`config.mk`:
```
export PLATFORM = sky130hd
export DESIGN_NAME = csrb_top
export DESIGN_NICKNAME = d
export VERILOG_FILES = /design/src/logic/csrb_edge.v /design/src/logic/csrb_clkdiv.v /design/src/logic/csrb_top.v
export VERILOG_INCLUDE_DIRS = /design/src /design/src/logic
export SDC_FILE = /design/constraint.sdc
export NUM_CORES = 1
export LEC_CHECK = 0
export BUFFER_PORTS_ARGS = -buffer_cell sky130_fd_sc_hd__clkbuf_2
export CORE_MARGIN = 2
export CORE_UTILIZATION = 55
export CTS_CLUSTER_SIZE = 24
export DETAILED_ROUTE_END_ITERATION = 12
export PLACE_DENSITY_LB_ADDON = 0.3
export SYNTH_ARGS = -nofsm -noshare
export SYNTH_HDL_FRONTEND = slang
export SYNTH_SLANG_ARGS = --single-unit
```
`constraint.sdc`:
```
create_clock -name aclk -period 2.9 [get_ports aclk]
set_clock_uncertainty 0.2 [all_clocks]
set_input_delay 0.145 -clock aclk [delete_from_list [all_inputs] [get_ports aclk]]
set_output_delay 0.145 -clock aclk [all_outputs]
set_load 0.05 [all_outputs]
```
`src/logic/csrb_regs.vh`:
```
// register map, field layout and response constants of the settings block
`ifndef CSRB_REGS_VH
`define CSRB_REGS_VH

// ============================================================
// register byte offsets
`define CSRB_OFF_SEC      8'h00
`define CSRB_OFF_CLKDIV   8'h04
`define CSRB_OFF_DACCFG   8'h08
`define CSRB_OFF_EDGECFG  8'h0C
`define CSRB_OFF_VID      8'h10
`define CSRB_OFF_PID      8'h14
`define CSRB_OFF_PWRATTR  8'h18
`define CSRB_OFF_CURHALF  8'h1C
`define CSRB_OFF_STATUS   8'h20
`define CSRB_OFF_CLEAR    8'h24
`define CSRB_OFF_INTEN    8'h28

// ============================================================
// reset values
`define CSRB_RST_SEC      2'h0
`define CSRB_RST_CLKDIV   5'h00
`define CSRB_RST_DACCFG   8'h00
`define CSRB_RST_EDGECFG  8'h00
`define CSRB_RST_VID      16'h0000
`define CSRB_RST_PID      16'h0000
`define CSRB_RST_PWRATTR  8'h00
`define CSRB_RST_CURHALF  8'h00

// ============================================================
// field positions
`define CSRB_CLKEN_BIT    8
`define CSRB_NEG_BIT      6
`define CSRB_POS_BIT      5
`define CSRB_EDGE_MASK    8'h7C
`define CSRB_ST_EDGE      0
`define CSRB_ST_DONE      1
`define CSRB_ST_UNSUP     2
`define CSRB_ST_W         3

// ============================================================
// response layout
`define CSRB_ECHO         8'hB0
`define CSRB_OK           8'h00
`define CSRB_UNSUP        8'h01
`define CSRB_SUB_CHIP     8'h00
`define CSRB_STRUCT_LEN   8'h0E
`define CSRB_LAST_IDX     6'h3F
`define CSRB_RESP_SLVERR  2'h2
`define CSRB_RESP_OKAY    2'h0

`endif

```
`src/logic/csrb_edge.v`:
```
// input synchroniser and edge detector for the interrupt detection pin
`default_nettype none

module csrb_edge (
	input  wire aclk,
	input  wire aresetn,
	input  wire ce,
	input  wire pin_in,
	output reg  rise_r,
	output reg  fall_r
);

	reg sync1_r;
	reg sync2_r;
	reg sync3_r;
	reg stable_r;

	// ============================================================
	// three stages; a change counts when stages two and three agree
	always @(posedge aclk) begin
		if (!aresetn) begin
			sync1_r  <= 1'b0;
			sync2_r  <= 1'b0;
			sync3_r  <= 1'b0;
			stable_r <= 1'b0;
			rise_r   <= 1'b0;
			fall_r   <= 1'b0;
		end else if (ce) begin
			sync1_r <= pin_in;
			sync2_r <= sync1_r;
			sync3_r <= sync2_r;
			rise_r  <= 1'b0;
			fall_r  <= 1'b0;
			if (sync2_r == sync3_r && sync3_r != stable_r) begin
				stable_r <= sync3_r;
				rise_r   <= sync3_r;
				fall_r   <= ~sync3_r;
			end
		end
	end

endmodule

`default_nettype wire

```
`src/logic/csrb_clkdiv.v`:
```
// clock output divider
`default_nettype none

module csrb_clkdiv (
	input  wire       aclk,
	input  wire       aresetn,
	input  wire       ce,
	input  wire       en,
	input  wire [4:0] div,
	output reg        clk_out_r
);

	reg [4:0] cnt_r;

	// ============================================================
	// toggles every div+1 cycles; a zero divider parks the pin low
	always @(posedge aclk) begin
		if (!aresetn) begin
			cnt_r     <= 5'h00;
			clk_out_r <= 1'b0;
		end else if (ce) begin
			if (!en || div == 5'h00) begin
				cnt_r     <= 5'h00;
				clk_out_r <= 1'b0;
			end else if (cnt_r >= div) begin
				cnt_r     <= 5'h00;
				clk_out_r <= ~clk_out_r;
			end else begin
				cnt_r <= cnt_r + 5'h01;
			end
		end
	end

endmodule

`default_nettype wire

```
`src/logic/csrb_top.v`:
```
// chip settings report builder with its register bus slave
//
// How it works
// - response byte 0 echoes 0xB0, byte 1 reports success 0x00
// - byte 4 bits 1-0 report configuration security state
// - byte 5 bits 4-0 hold clock divider; divided clock drives output pin
// - byte 6 bits 7-6 encode DAC reference level
// - byte 6 bit 5 picks internal reference (1) or supply (0) for DAC
// - byte 6 bits 4-0 hold the DAC power-up value
// - byte 7 bit 6 lets falling edges set the detection flag
// - byte 7 bit 5 lets rising edges set the detection flag
// - byte 7 bits 4-3 encode ADC reference level
// - byte 7 bit 2 reports reference: 1 supply, 0 internal reference
// - bytes 8 and 9 carry vendor id, low byte first
// - bytes 10 and 11 carry product id, low byte first
// - byte 12 carries the power attributes value
// - byte 13 holds half the requested supply current in mA
//
// Decided for this implementation: the placing of the registers and the AXI4-Lite interface to the registers.
`default_nettype none
`include "csrb_regs.vh"

module csrb_top (
	input  wire        aclk,
	input  wire        aresetn,
	input  wire        ce,
	input  wire [7:0]  s_axi_awaddr,
	input  wire        s_axi_awvalid,
	output reg         s_axi_awready,
	input  wire [31:0] s_axi_wdata,
	input  wire [3:0]  s_axi_wstrb,
	input  wire        s_axi_wvalid,
	output reg         s_axi_wready,
	output reg  [1:0]  s_axi_bresp,
	output reg         s_axi_bvalid,
	input  wire        s_axi_bready,
	input  wire [7:0]  s_axi_araddr,
	input  wire        s_axi_arvalid,
	output reg         s_axi_arready,
	output reg  [31:0] s_axi_rdata,
	output reg  [1:0]  s_axi_rresp,
	output reg         s_axi_rvalid,
	input  wire        s_axi_rready,
	input  wire        req_valid,
	input  wire [7:0]  req_sub,
	output reg         rsp_valid,
	output reg  [5:0]  rsp_idx,
	output reg  [7:0]  rsp_data,
	output reg         rsp_last,
	input  wire        int_pin,
	output wire        clk_out,
	output reg         irq
);

	localparam ST_IDLE = 1'b0;
	localparam ST_SEND = 1'b1;

	// settings
	reg  [1:0]  sec_r;
	reg  [4:0]  clkdiv_r;
	reg         clken_r;
	reg  [7:0]  daccfg_r;
	reg  [7:0]  edgecfg_r;
	reg  [15:0] vid_r;
	reg  [15:0] pid_r;
	reg  [7:0]  pwrattr_r;
	reg  [7:0]  curhalf_r;
	reg  [`CSRB_ST_W-1:0] status_r;
	reg  [`CSRB_ST_W-1:0] status_nxt;
	reg  [`CSRB_ST_W-1:0] inten_r;
	reg  [`CSRB_ST_W-1:0] clr_pulse;

	// bus state
	reg         aw_have_r;
	reg         w_have_r;
	reg  [7:0]  waddr_r;
	reg  [31:0] wdata_r;
	reg  [3:0]  wstrb_r;
	reg  [31:0] rd_val;
	reg         rd_err;
	reg         wr_err;
	wire        wr_go;

	// responder
	reg         state_r;
	reg  [5:0]  idx_r;
	reg         unsup_r;
	reg  [7:0]  byte_val;
	wire        edge_rise;
	wire        edge_fall;
	wire        edge_hit;

	// ============================================================
	// submodules
	csrb_edge u_edge (
		.aclk    (aclk),
		.aresetn (aresetn),
		.ce      (ce),
		.pin_in  (int_pin),
		.rise_r  (edge_rise),
		.fall_r  (edge_fall)
	);

	csrb_clkdiv u_div (
		.aclk      (aclk),
		.aresetn   (aresetn),
		.ce        (ce),
		.en        (clken_r),
		.div       (clkdiv_r),
		.clk_out_r (clk_out)
	);

	assign edge_hit = (edge_fall & edgecfg_r[`CSRB_NEG_BIT])
		| (edge_rise & edgecfg_r[`CSRB_POS_BIT]);

	// ============================================================
	// byte-lane merge for register writes
	function [15:0] merge;
		input [15:0] old;
		input [15:0] nw;
		input [1:0]  strb;
		integer i;
		begin
			merge = old;
			for (i = 0; i < 2; i = i + 1) begin
				if (strb[i]) begin
					merge[i*8 +: 8] = nw[i*8 +: 8];
				end
			end
		end
	endfunction

	// ============================================================
	// response byte content
	always @* begin
		byte_val = 8'h00;
		case (idx_r)
		6'd0: byte_val = `CSRB_ECHO;
		6'd1: byte_val = unsup_r ? `CSRB_UNSUP : `CSRB_OK;
		6'd2: byte_val = unsup_r ? 8'h00 : `CSRB_STRUCT_LEN;
		6'd4: byte_val = unsup_r ? 8'h00 : {6'h00, sec_r};
		6'd5: byte_val = unsup_r ? 8'h00 : {3'h0, clkdiv_r};
		6'd6: byte_val = unsup_r ? 8'h00 : daccfg_r;
		6'd7: byte_val = unsup_r ? 8'h00
			: (edgecfg_r & `CSRB_EDGE_MASK);
		6'd8: byte_val = unsup_r ? 8'h00 : vid_r[7:0];
		6'd9: byte_val = unsup_r ? 8'h00 : vid_r[15:8];
		6'd10: byte_val = unsup_r ? 8'h00 : pid_r[7:0];
		6'd11: byte_val = unsup_r ? 8'h00 : pid_r[15:8];
		6'd12: byte_val = unsup_r ? 8'h00 : pwrattr_r;
		6'd13: byte_val = unsup_r ? 8'h00 : curhalf_r;
		default: byte_val = 8'h00;
		endcase
	end

	// ============================================================
	// responder: one byte per cycle, 64 bytes per request
	always @(posedge aclk) begin
		if (!aresetn) begin
			state_r   <= ST_IDLE;
			idx_r     <= 6'h00;
			unsup_r   <= 1'b0;
			rsp_valid <= 1'b0;
			rsp_idx   <= 6'h00;
			rsp_data  <= 8'h00;
			rsp_last  <= 1'b0;
		end else if (ce) begin
			rsp_valid <= 1'b0;
			rsp_last  <= 1'b0;
			case (state_r)
			ST_IDLE: begin
				// requests arriving mid-report are dropped
				if (req_valid) begin
					unsup_r <= (req_sub != `CSRB_SUB_CHIP);
					idx_r   <= 6'h00;
					state_r <= ST_SEND;
				end
			end
			ST_SEND: begin
				rsp_valid <= 1'b1;
				rsp_idx   <= idx_r;
				rsp_data  <= byte_val;
				rsp_last  <= (idx_r == `CSRB_LAST_IDX);
				idx_r     <= idx_r + 6'h01;
				if (idx_r == `CSRB_LAST_IDX) begin
					state_r <= ST_IDLE;
				end
			end
			default: state_r <= ST_IDLE;
			endcase
		end
	end

	// ============================================================
	// status: a new event wins over a clear in the same cycle
	always @* begin
		clr_pulse = {`CSRB_ST_W{1'b0}};
		if (wr_go && waddr_r == `CSRB_OFF_CLEAR && wstrb_r[0]) begin
			clr_pulse = wdata_r[`CSRB_ST_W-1:0];
		end
		status_nxt = status_r & ~clr_pulse;
		if (edge_hit) begin
			status_nxt[`CSRB_ST_EDGE] = 1'b1;
		end
		if (state_r == ST_SEND && idx_r == `CSRB_LAST_IDX) begin
			status_nxt[`CSRB_ST_DONE] = 1'b1;
			status_nxt[`CSRB_ST_UNSUP] = unsup_r;
		end
	end

	// ============================================================
	// register bus: write side
	assign wr_go = aw_have_r & w_have_r & ~s_axi_bvalid;

	always @* begin
		case (waddr_r)
		`CSRB_OFF_SEC, `CSRB_OFF_CLKDIV, `CSRB_OFF_DACCFG,
		`CSRB_OFF_EDGECFG, `CSRB_OFF_VID, `CSRB_OFF_PID,
		`CSRB_OFF_PWRATTR, `CSRB_OFF_CURHALF, `CSRB_OFF_CLEAR,
		`CSRB_OFF_INTEN: wr_err = 1'b0;
		default: wr_err = 1'b1;
		endcase
	end

	always @(posedge aclk) begin
		if (!aresetn) begin
			aw_have_r     <= 1'b0;
			w_have_r      <= 1'b0;
			waddr_r       <= 8'h00;
			wdata_r       <= 32'h0000_0000;
			wstrb_r       <= 4'h0;
			s_axi_awready <= 1'b1;
			s_axi_wready  <= 1'b1;
			s_axi_bvalid  <= 1'b0;
			s_axi_bresp   <= `CSRB_RESP_OKAY;
			sec_r         <= `CSRB_RST_SEC;
			clkdiv_r      <= `CSRB_RST_CLKDIV;
			clken_r       <= 1'b0;
			daccfg_r      <= `CSRB_RST_DACCFG;
			edgecfg_r     <= `CSRB_RST_EDGECFG;
			vid_r         <= `CSRB_RST_VID;
			pid_r         <= `CSRB_RST_PID;
			pwrattr_r     <= `CSRB_RST_PWRATTR;
			curhalf_r     <= `CSRB_RST_CURHALF;
			inten_r       <= {`CSRB_ST_W{1'b0}};
			status_r      <= {`CSRB_ST_W{1'b0}};
			irq           <= 1'b0;
		end else if (ce) begin
			status_r <= status_nxt;
			irq      <= |(status_nxt & inten_r);
			if (s_axi_awvalid && s_axi_awready) begin
				aw_have_r     <= 1'b1;
				waddr_r       <= s_axi_awaddr;
				s_axi_awready <= 1'b0;
			end
			if (s_axi_wvalid && s_axi_wready) begin
				w_have_r     <= 1'b1;
				wdata_r      <= s_axi_wdata;
				wstrb_r      <= s_axi_wstrb;
				s_axi_wready <= 1'b0;
			end
			if (wr_go) begin
				s_axi_bvalid <= 1'b1;
				s_axi_bresp  <= wr_err ? `CSRB_RESP_SLVERR
					: `CSRB_RESP_OKAY;
				case (waddr_r)
				`CSRB_OFF_SEC: if (wstrb_r[0]) sec_r <= wdata_r[1:0];
				`CSRB_OFF_CLKDIV: begin
					if (wstrb_r[0]) clkdiv_r <= wdata_r[4:0];
					if (wstrb_r[1]) clken_r <= wdata_r[`CSRB_CLKEN_BIT];
				end
				`CSRB_OFF_DACCFG: if (wstrb_r[0]) daccfg_r <= wdata_r[7:0];
				`CSRB_OFF_EDGECFG: if (wstrb_r[0]) begin
					edgecfg_r <= wdata_r[7:0] & `CSRB_EDGE_MASK;
				end
				`CSRB_OFF_VID: vid_r <= merge(vid_r,
					wdata_r[15:0], wstrb_r[1:0]);
				`CSRB_OFF_PID: pid_r <= merge(pid_r,
					wdata_r[15:0], wstrb_r[1:0]);
				`CSRB_OFF_PWRATTR: if (wstrb_r[0]) pwrattr_r <= wdata_r[7:0];
				`CSRB_OFF_CURHALF: if (wstrb_r[0]) curhalf_r <= wdata_r[7:0];
				`CSRB_OFF_INTEN: if (wstrb_r[0]) begin
					inten_r <= wdata_r[`CSRB_ST_W-1:0];
				end
				default: ;
				endcase
			end
			if (s_axi_bvalid && s_axi_bready) begin
				s_axi_bvalid  <= 1'b0;
				aw_have_r     <= 1'b0;
				w_have_r      <= 1'b0;
				s_axi_awready <= 1'b1;
				s_axi_wready  <= 1'b1;
			end
		end
	end

	// ============================================================
	// register bus: read side
	always @* begin
		rd_err = 1'b0;
		rd_val = 32'h0000_0000;
		case (s_axi_araddr)
		`CSRB_OFF_SEC:     rd_val = {30'h0, sec_r};
		`CSRB_OFF_CLKDIV:  rd_val = {23'h0, clken_r, 3'h0, clkdiv_r};
		`CSRB_OFF_DACCFG:  rd_val = {24'h0, daccfg_r};
		`CSRB_OFF_EDGECFG: rd_val = {24'h0, edgecfg_r};
		`CSRB_OFF_VID:     rd_val = {16'h0, vid_r};
		`CSRB_OFF_PID:     rd_val = {16'h0, pid_r};
		`CSRB_OFF_PWRATTR: rd_val = {24'h0, pwrattr_r};
		`CSRB_OFF_CURHALF: rd_val = {24'h0, curhalf_r};
		`CSRB_OFF_STATUS:  rd_val = {29'h0, status_r};
		`CSRB_OFF_CLEAR:   rd_val = 32'h0000_0000;
		`CSRB_OFF_INTEN:   rd_val = {29'h0, inten_r};
		default:           rd_err = 1'b1;
		endcase
	end

	always @(posedge aclk) begin
		if (!aresetn) begin
			s_axi_arready <= 1'b1;
			s_axi_rvalid  <= 1'b0;
			s_axi_rdata   <= 32'h0000_0000;
			s_axi_rresp   <= `CSRB_RESP_OKAY;
		end else if (ce) begin
			if (s_axi_arvalid && s_axi_arready) begin
				s_axi_arready <= 1'b0;
				s_axi_rvalid  <= 1'b1;
				s_axi_rdata   <= rd_val;
				s_axi_rresp   <= rd_err ? `CSRB_RESP_SLVERR
					: `CSRB_RESP_OKAY;
			end else if (s_axi_rvalid && s_axi_rready) begin
				s_axi_rvalid  <= 1'b0;
				s_axi_arready <= 1'b1;
			end
		end
	end

endmodule

`default_nettype wire

```
Word level (Yosys, flattened, before mapping)
Cells that the tools add are included.

Register bits: 181. Output and inout bits: 59. Logic and storage cells: 187. Input port bits: 70.

Reductions and logical operators: 49. Add/sub/neg operators: 2. Mux-type cells: 46. Eq/ne operators: 35. $lt $le $gt $ge: 1. Bitwise logic cells: 12.

Operators with widths (count): 16-bit one-hot mux with 10 select lines (1); 8-bit one-hot mux with 13 select lines (1); 8-bit by 5-bit == test with 1-bit output (second input constant) (8); 8-bit 2-to-1 mux (7); 4-bit AND reduction (12); 8-bit by 6-bit == test with 1-bit output (second input constant) (5); 6-bit by 4-bit == test with 1-bit output (second input constant) (6); 8-bit by 4-bit == test with 1-bit output (second input constant) (4); 6-bit by 3-bit == test with 1-bit output (second input constant) (4); 1-bit 2-to-1 mux (24); 2-bit AND reduction (12); 8-bit by 3-bit == test with 1-bit output (second input constant) (2); 8-bit zero test (2); 5-bit 2-to-1 mux (3); 6-bit one-hot mux with 2 select lines (1); 11-bit OR reduction (1); 2-bit nonzero test (5); 10-bit OR reduction (1); 1-bit logical AND (9); 2-bit 2-to-1 mux (4); 8-bit nonzero test (1); 7-bit 2-to-1 mux (1); 6-bit by 1-bit adder with 6-bit output (second input constant) (1); 3-bit AND (2); 22 further kinds (28).

Logic depth before layout (Yosys ltp)
Gate-level depths: netlist of run 1.

Word-level depth: 10. Mapped depth: 9. Depth with buffers taken out: 8.

Modules after synthesis
A second synthesis of run 1 with hierarchy kept.

Cells, all modules: 927. Area, all modules: 7931.4 sq um.

By module, submodules not included: csrb_top (cells each 851, instances 1, sequential area each 3022.9 sq um, area an instance 7203.2 sq um); csrb_clkdiv (cells each 51, instances 1, sequential area each 120.1 sq um, area an instance 466.7 sq um); csrb_edge (cells each 25, instances 1, sequential area each 120.1 sq um, area an instance 261.5 sq um).

Worst setup path before layout of run 1
Ideal clock, no wire load.

Kind: register -> register. Start point: register idx_r[1]. End point: register rsp_data[2]. Data arrival time: 1.723 ns. Path buffers: 2. Setup time: 0.117 ns. Required time: 2.583 ns. Clock period less this slack: 2.040 ns. Cell stages (with the launch flop): 10. Setup slack: 0.860 ns. Cells stage by stage: dfxtp_1 > inv_1 > ha_1 > clkbuf_1 > and3_1 > clkbuf_1 > a22o_1 > a221oi_1 > nand3_1 > a32o_1.

Word-level cells in the longest chain between the ends: 2. Elaborated cells between the ends (all ways): 14. Those cells by class: eq/ne (12); mux (1); reduce/logical (1).

Ends and longest elaborated chain: start: declaration (RTL line csrb_top.v:86) `reg [5:0] idx_r;`; start signal: assignment (RTL line csrb_top.v:184) `idx_r <= idx_r + 6'h01;`; 6-bit by 4-bit == test with 1-bit output (tied with other cells) (RTL line csrb_top.v:137) `case (idx_r)`; 8-bit one-hot mux with 13 select lines (*) (RTL line csrb_top.v:137); end signal: assignment (RTL line csrb_top.v:182) `rsp_data <= byte_val;`; end: declaration (RTL line csrb_top.v:48) `output reg [7:0] rsp_data,`.

Mark *: on every way between the ends. The rest lies on a longest branch, timed or not. A chain may end at the register's enable or synchronous reset.

Worst setup path in the final report of run 1
Start point: register idx_r[0]. End point: register state_r.

Word-level cells in the longest chain between the ends: 3.

Ends and longest elaborated chain: 6-bit == test (no source line); 1-bit 2-to-1 mux (RTL line csrb_top.v:185) `` if (idx_r == `CSRB_LAST_IDX) begin ``; 1-bit one-hot mux with 2 select lines (RTL line csrb_top.v:170) `case (state_r)`; end signal: assignment (RTL line csrb_top.v:176) `state_r <= ST_SEND;`; end signal: assignment (RTL line csrb_top.v:186) `state_r <= ST_IDLE;`; end signal: assignment (RTL line csrb_top.v:189) `default: state_r <= ST_IDLE;`; end: declaration (RTL line csrb_top.v:85) `reg state_r;`.

No other way between the ends.

==> results_dict.tcl, run 1 <==
set metrics [dict create \
    drive_above_1_share 0.161 \
    cp_slowest_cell "dlygate4sd3_1" \
    synthArstFlopShare 0 \
    max_stage_delay_ns 0.58 \
    hpwl_mm 15.6 \
    status "completed" \
    ir_drop_mv 0.445 \
    p_int_uw 3860 \
    clk_latency_ns 0.43 \
    netSwitchingPower_uw 1220 \
    hp-start "ce" \
    placed_cells 1161 \
    cts_tree "built" \
    die_y_um 123 \
    dr.pass1.iters 9 \
    rr_worst_depth 5 \
    core_sq_um 13800 \
    pwr-share-seq 0.456 \
    crit_path_start_kind "flip-flop" \
    grt_max_degree 112 \
    required_ns 3.02 \
    fillers 1094 \
    grt_antenna_before_repair 0 \
    endpoint_kind "flip-flop" \
    row_count 43 \
    wirelength_mm 23.5 \
    remaining_drc_errors 0 \
    synth_top_area_cell "dfxtp_1" \
    synth_cell_types 66 \
    grt-ovfl-total 0 \
    hold_depth 4 \
    cts_buffers 17 \
    hp-class "in -> reg" \
    finalWeightedCongestion 0.978 \
    ctsHtreeMaxLevel 4 \
    syn_area_sq_um 7770 \
    yosys-top-cells-area "dfxtp_1, nand2_1, a21oi_1" \
    fin_crit_sh 0.910 \
    synth.avg_cell_area_sq_um 8.29 \
    netlist.area_leader.share 0.420 \
    worstMarginPinSlew_ns 0.780 \
    wl_per_cell_um 19.0 \
    clock_sinks 163 \
    postCtsSetupRepairBufs 0 \
    power_density_nw_per_um2 545 \
    slew_headroom 0.478 \
    synth_edf_count 0 \
    final_cells 1236 \
    grt_pass1_wl_mm 36.8 \
    synth-seq-cells 163 \
    drtIter0Drc 650 \
    synthCells 937 \
    cts_root_buf "clkbuf_16" \
    synthToLayoutAreaGrowth_pct 20.1 \
    finalSetupViolations 0 \
    synth_warnings 0 \
    place_area_sq_um 8270 \
    grt_util_all_layers 0.318 \
    p_sw_frac 0.240 \
    mostFrequentLayoutCells "dfxtp_1, nand2_1, a21oi_1" \
    clk_path_buf_depth 2 \
    clock_power_share 0.461 \
    final_common_cell "dfxtp_1" \
    arrival_ns 2.76 \
    fin_nets 1125 \
    crit_fanout 10 \
    grt_pass1_vias 6978 \
    die_x_um 123 \
    via_count 7549 \
    r2r_start "idx_r[0]$_SDFFE_PN0P_" \
    p_leak_uw 0.00374 \
    path_class "reg -> reg" \
    synth-seq-area-share 0.420 \
    die_area_sq_um 15100 \
    hold_viol 0 \
    rsz0062_at_grt "false" \
    vias_per_cell 6.11 \
    ant_nets 0 \
    path_cells "ha_1, nand3_1, nor2_1, a211oi_1, dlygate4sd3_1" \
    clk_pin_slew_worst_paths_ns 0.06 \
    portBuffers 92 \
    finalPower_uw 5080 \
    finalSetupTns_ns 0 \
    start_util 0.562 \
    maxCapViolations 0 \
    power_frac_comb 0.083 \
    drv_slew 0 \
    crit_start "idx_r[0]$_SDFFE_PN0P_" \
    fmax_mhz 379 \
    stdcell_area_sq_um 9330 \
    ys.flop_type "dfxtp_1" \
    io_pins 129 \
    min_period_ns 2.64 \
    n_antenna_cell 0 \
]
[area by class of cell]
type	instances	area [sq um]	area share
clock inverter	9	155	0.0166
sequential	163	3260	0.350
clock buffer	21	450	0.0483
inverter	11	43.8	0.00470
tap	180	225	0.0241
multi-input combinational	696	4120	0.442
timing repair buffer	156	1070	0.114
[worst max-delay path, delay by kind of cell (launching register included)]
kind / cells / cell delay [ns]
fa+ha+maj: 1 / 0.49
buf+inv: 1 / 0.58
simple gates: 2 / 0.65
flops: 1 / 0.46
compound gates: 1 / 0.15
[cells in the mapped netlist (all sizes together), types with 2 or more instances]
| cell type | count |
|---|---|
| dfxtp | 163 |
| nand2 | 162 |
| a21oi | 107 |
| nor2 | 81 |
| nand3 | 72 |
| clkbuf | 46 |
| mux2i | 44 |
| buf | 38 |
| a22oi | 29 |
| o21ai | 25 |
| and3 | 12 |
| nand4 | 11 |
| a22o | 10 |
| ha | 10 |
| inv | 10 |
| nor3 | 10 |
| a221oi | 7 |
| a2bb2oi | 7 |
| a32o | 7 |
| mux2 | 7 |
| nor4 | 7 |
| nor4b | 6 |
| a21o | 5 |
| a31oi | 5 |
| mux4 | 5 |
| nand2b | 5 |
| nor2b | 5 |
| nor3b | 4 |
| a222oi | 3 |
| and2 | 3 |
| o22ai | 3 |
| o2bb2ai | 3 |
| a211oi | 2 |
| a32oi | 2 |
| nand3b | 2 |
| nand4b | 2 |
| o21a | 2 |
| or3 | 2 |
| or4 | 2 |
[power groups by stage]
stage / combinational [uW] / sequential [uW] / clock [uW]
global placement: 355 / 2370 / 0
global route: 447 / 2320 / 2450
finish: 419 / 2320 / 2340
detailed placement: 358 / 2370 / 0
floorplan: 246 / 2370 / 0
CTS: 407 / 2320 / 2360
[what timing repair did]
| item | 4_1_cts | 5_1_grt |
|---|---|---|
| hold buffers | 45 | 0 |
| gates resized for setup | 0 | 0 |
| hold endpoints to repair | 58 | 0 |
[final timing paths]
kind	to	slack (ns)
max	state_r$_SDFFE_PN0P_	0.26
min reg2reg	s_axi_rdata[7]$_SDFFE_PN0P_	0.25
max reg2reg	state_r$_SDFFE_PN0P_	0.26
min	s_axi_bresp[1]$_SDFFE_PN0P_	0.02
[registers in the layout, summed over array words and instances, names as in the netlist, 5 cells and up]
register,cells
wdata_r,16
curhalf_r,8
daccfg_r,8
vid_r,16
rsp_idx,6
pwrattr_r,8
edgecfg_r,5
s_axi_rdata,16
u_div.cnt_r,5
pid_r,16
waddr_r,8
clkdiv_r,5
idx_r,6
rsp_data,8
[cells by family (layout without fill, tap and decap cells)]
logic type	after synthesis	in the layout	synth area share
simple gates	389	389	0.242
compound gates	222	222	0.180
flops	163	163	0.420
buf+inv	95	197	0.0588
mux	56	56	0.0814
fa+ha+maj	10	10	0.0161
other cells	1	18	0.000483
xor+xnor	1	1	0.00113
[metal layers]
metal	up-vias	GRT usage	routed length (um)
met5	-	0	0
met4	0	0.142	912
met3	76	0.0548	2100
met2	426	0.504	10900
met1	3530	0.424	9580
li1	3517	-	-
[stage by stage]
stage	hold slack, ns	setup slack [ns]	utilization
floorplan	0.0810	0.860	-
global placement	0.168	0.608	0.598
detailed placement	0.174	0.552	0.598
CTS	0.0149	0.328	0.675
global route	0.0798	0.148	0.675
finish	0.0218	0.261	0.675
Note: power is estimated with default switching activity, not from simulation.
==> run 2, diff against run 1 <==
clock period = 2.5 ns   (was 2.9 ns; I/O delays follow)
==> run 2 against run 1 <==
Effect of this change: worst setup slack lost 0.071 ns; worst hold slack gained 0.0040 ns; largest power group is now sequential cells; combinational power grew 16%; final area grew 0.30%; clock power grew 9.8%; flip-flop and latch count is the same; utilization grew 0.20 points; sequential share of layout area shrank 0.10 points; final cell count grew 0.89%; clock-buffer cell count shrank 1.
==> results_dict.tcl, run 2 (same netlist as run 1, synthesis figures left out) <==
set metrics [dict create \
    status "completed" \
    rsz0062_at_grt "false" \
    dr.pass1.iters 5 \
    remaining_drc_errors 0 \
    crit_fanout 8 \
    fin_nets 1134 \
    cts_root_buf "clkbuf_16" \
    die_x_um 123 \
    netSwitchingPower_uw 1510 \
    place_area_sq_um 8380 \
    grt_antenna_before_repair 0 \
    p_leak_uw 0.00376 \
    hpwl_mm 16.2 \
    cp_slowest_cell "dfxtp_1" \
    arrival_ns 2.44 \
    io_pins 129 \
    worstMarginPinSlew_ns 0.615 \
    grt_util_all_layers 0.320 \
    finalWeightedCongestion 0.981 \
    clk_pin_slew_worst_paths_ns 0.07 \
    drive_above_1_share 0.176 \
    pwr-share-seq 0.468 \
    grt-ovfl-total 0 \
    seq_area_sq_um 3260 \
    wirelength_mm 23.7 \
    die_y_um 123 \
    wl_per_cell_um 19.0 \
    power_frac_comb 0.085 \
    drtIter0Drc 873 \
    ant_nets 0 \
    fin_crit_sh 0.924 \
    core_sq_um 13800 \
    start_util 0.562 \
    min_period_ns 2.31 \
    maxCapViolations 0 \
    hold_viol 0 \
    vias_per_cell 6.04 \
    portBuffers 92 \
    row_count 43 \
    fmax_mhz 433 \
    max_stage_delay_ns 0.45 \
    ctsHtreeMaxLevel 4 \
    via_count 7531 \
    fillers 1072 \
    stdcell_area_sq_um 9350 \
    mostFrequentLayoutCells "dfxtp_1, nand2_1, a21oi_1" \
    cp.buffers_inverters 1 \
    p_sw_frac 0.263 \
    path_class "reg -> reg" \
    p_int_uw 4230 \
    path_cells "inv_1, ha_1, and3_1, a22o_1, a221oi_2, nand3_1, a32o_1" \
    ir_drop_mv 0.417 \
    drv_slew 0 \
    n_antenna_cell 0 \
    grt_pass1_wl_mm 36.6 \
    crit_path_start_kind "flip-flop" \
    clock_power_share 0.447 \
    final_common_cell "dfxtp_1" \
    multi_input_area_sq_um 4120 \
    cts_tree "built" \
    synthToLayoutAreaGrowth_pct 20.4 \
    die_area_sq_um 15100 \
    clk_latency_ns 0.44 \
    slew_headroom 0.586 \
    clock_sinks 163 \
    cp_top_family "compound AO/OA/AOI/OAI gates" \
    power_density_nw_per_um2 614 \
    post_cts_resized 0 \
    hp-class "in -> reg" \
    cts_buffers 17 \
    clk_path_buf_depth 2 \
    postLayoutCoreUtil 0.677 \
    endpoint_kind "flip-flop" \
    finalSetupTns_ns 0 \
    grt_pass1_vias 6850 \
    grt_max_degree 41 \
    required_ns 2.63 \
    finalSetupViolations 0 \
]
## run 2: what timing repair did
| action | in CTS | in global routing |
|---|---|---|
| hold buffers | 40 | 0 |
| endpoints found under the hold margin | 43 | 0 |
| endpoints found under the setup margin | 0 | 0 |
| buffers inserted | 0 | 0 |
## run 2: through the flow
stage,cells,power (uW),setup slack (ns),hold slack [ns]
CTS,1247,5730,0.243,0.0109
finish,1247,5740,0.190,0.0258
detailed placement,1175,3170,0.263,0.154
floorplan,954,3040,0.460,0.0610
global route,1247,5900,0.121,0.0387
global placement,1175,3160,0.298,0.147
## run 2: worst min-delay path, stage by stage
cell and delay [ns]:
clkbuf_2 0.10, and3_1 0.25, a21oi_1 0.08, nor2_1 0.08
## run 2: area by class of cell
type | instances | share of cell area
clock buffer | 20 | 0.0488
multi-input combinational | 696 | 0.441
inverter | 11 | 0.00468
tap | 180 | 0.0241
timing repair buffer | 165 | 0.120
sequential | 163 | 0.349
clock inverter | 12 | 0.0130
## run 2: per-layer routing
layer | part of all wire | global-route usage | vias to the layer above | routed length (um)
met5 | 0 | 0 | - | 0
met4 | 0.028 | 0.124 | 0 | 660
met3 | 0.081 | 0.0604 | 52 | 1930
met2 | 0.48 | 0.522 | 376 | 11300
met1 | 0.41 | 0.419 | 3569 | 9820
li1 | - | - | 3534 | -
## run 2: power by group through the flow
stage | Sequential, uW | Combinational (uW) | Clock (uW)
detailed placement | 2740 | 423 | 0
global route | 2690 | 518 | 2690
finish | 2690 | 488 | 2570
global placement | 2740 | 418 | 0
CTS | 2690 | 474 | 2570
floorplan | 2750 | 285 | 0
## run 2: worst paths after layout
check                         startpoint                     endpoint  slack, ns  cells past startpoint
min                        s_axi_arvalid    s_axi_rvalid$_SDFFE_PN0P_       0.03                      4
max                idx_r[0]$_SDFFE_PN0P_     rsp_data[1]$_SDFFE_PN0P_       0.19                      7
min reg2reg  s_axi_rdata[4]$_SDFFE_PN0P_  s_axi_rdata[4]$_SDFFE_PN0P_       0.25                      2
max reg2reg        idx_r[0]$_SDFFE_PN0P_     rsp_data[1]$_SDFFE_PN0P_       0.19                      7
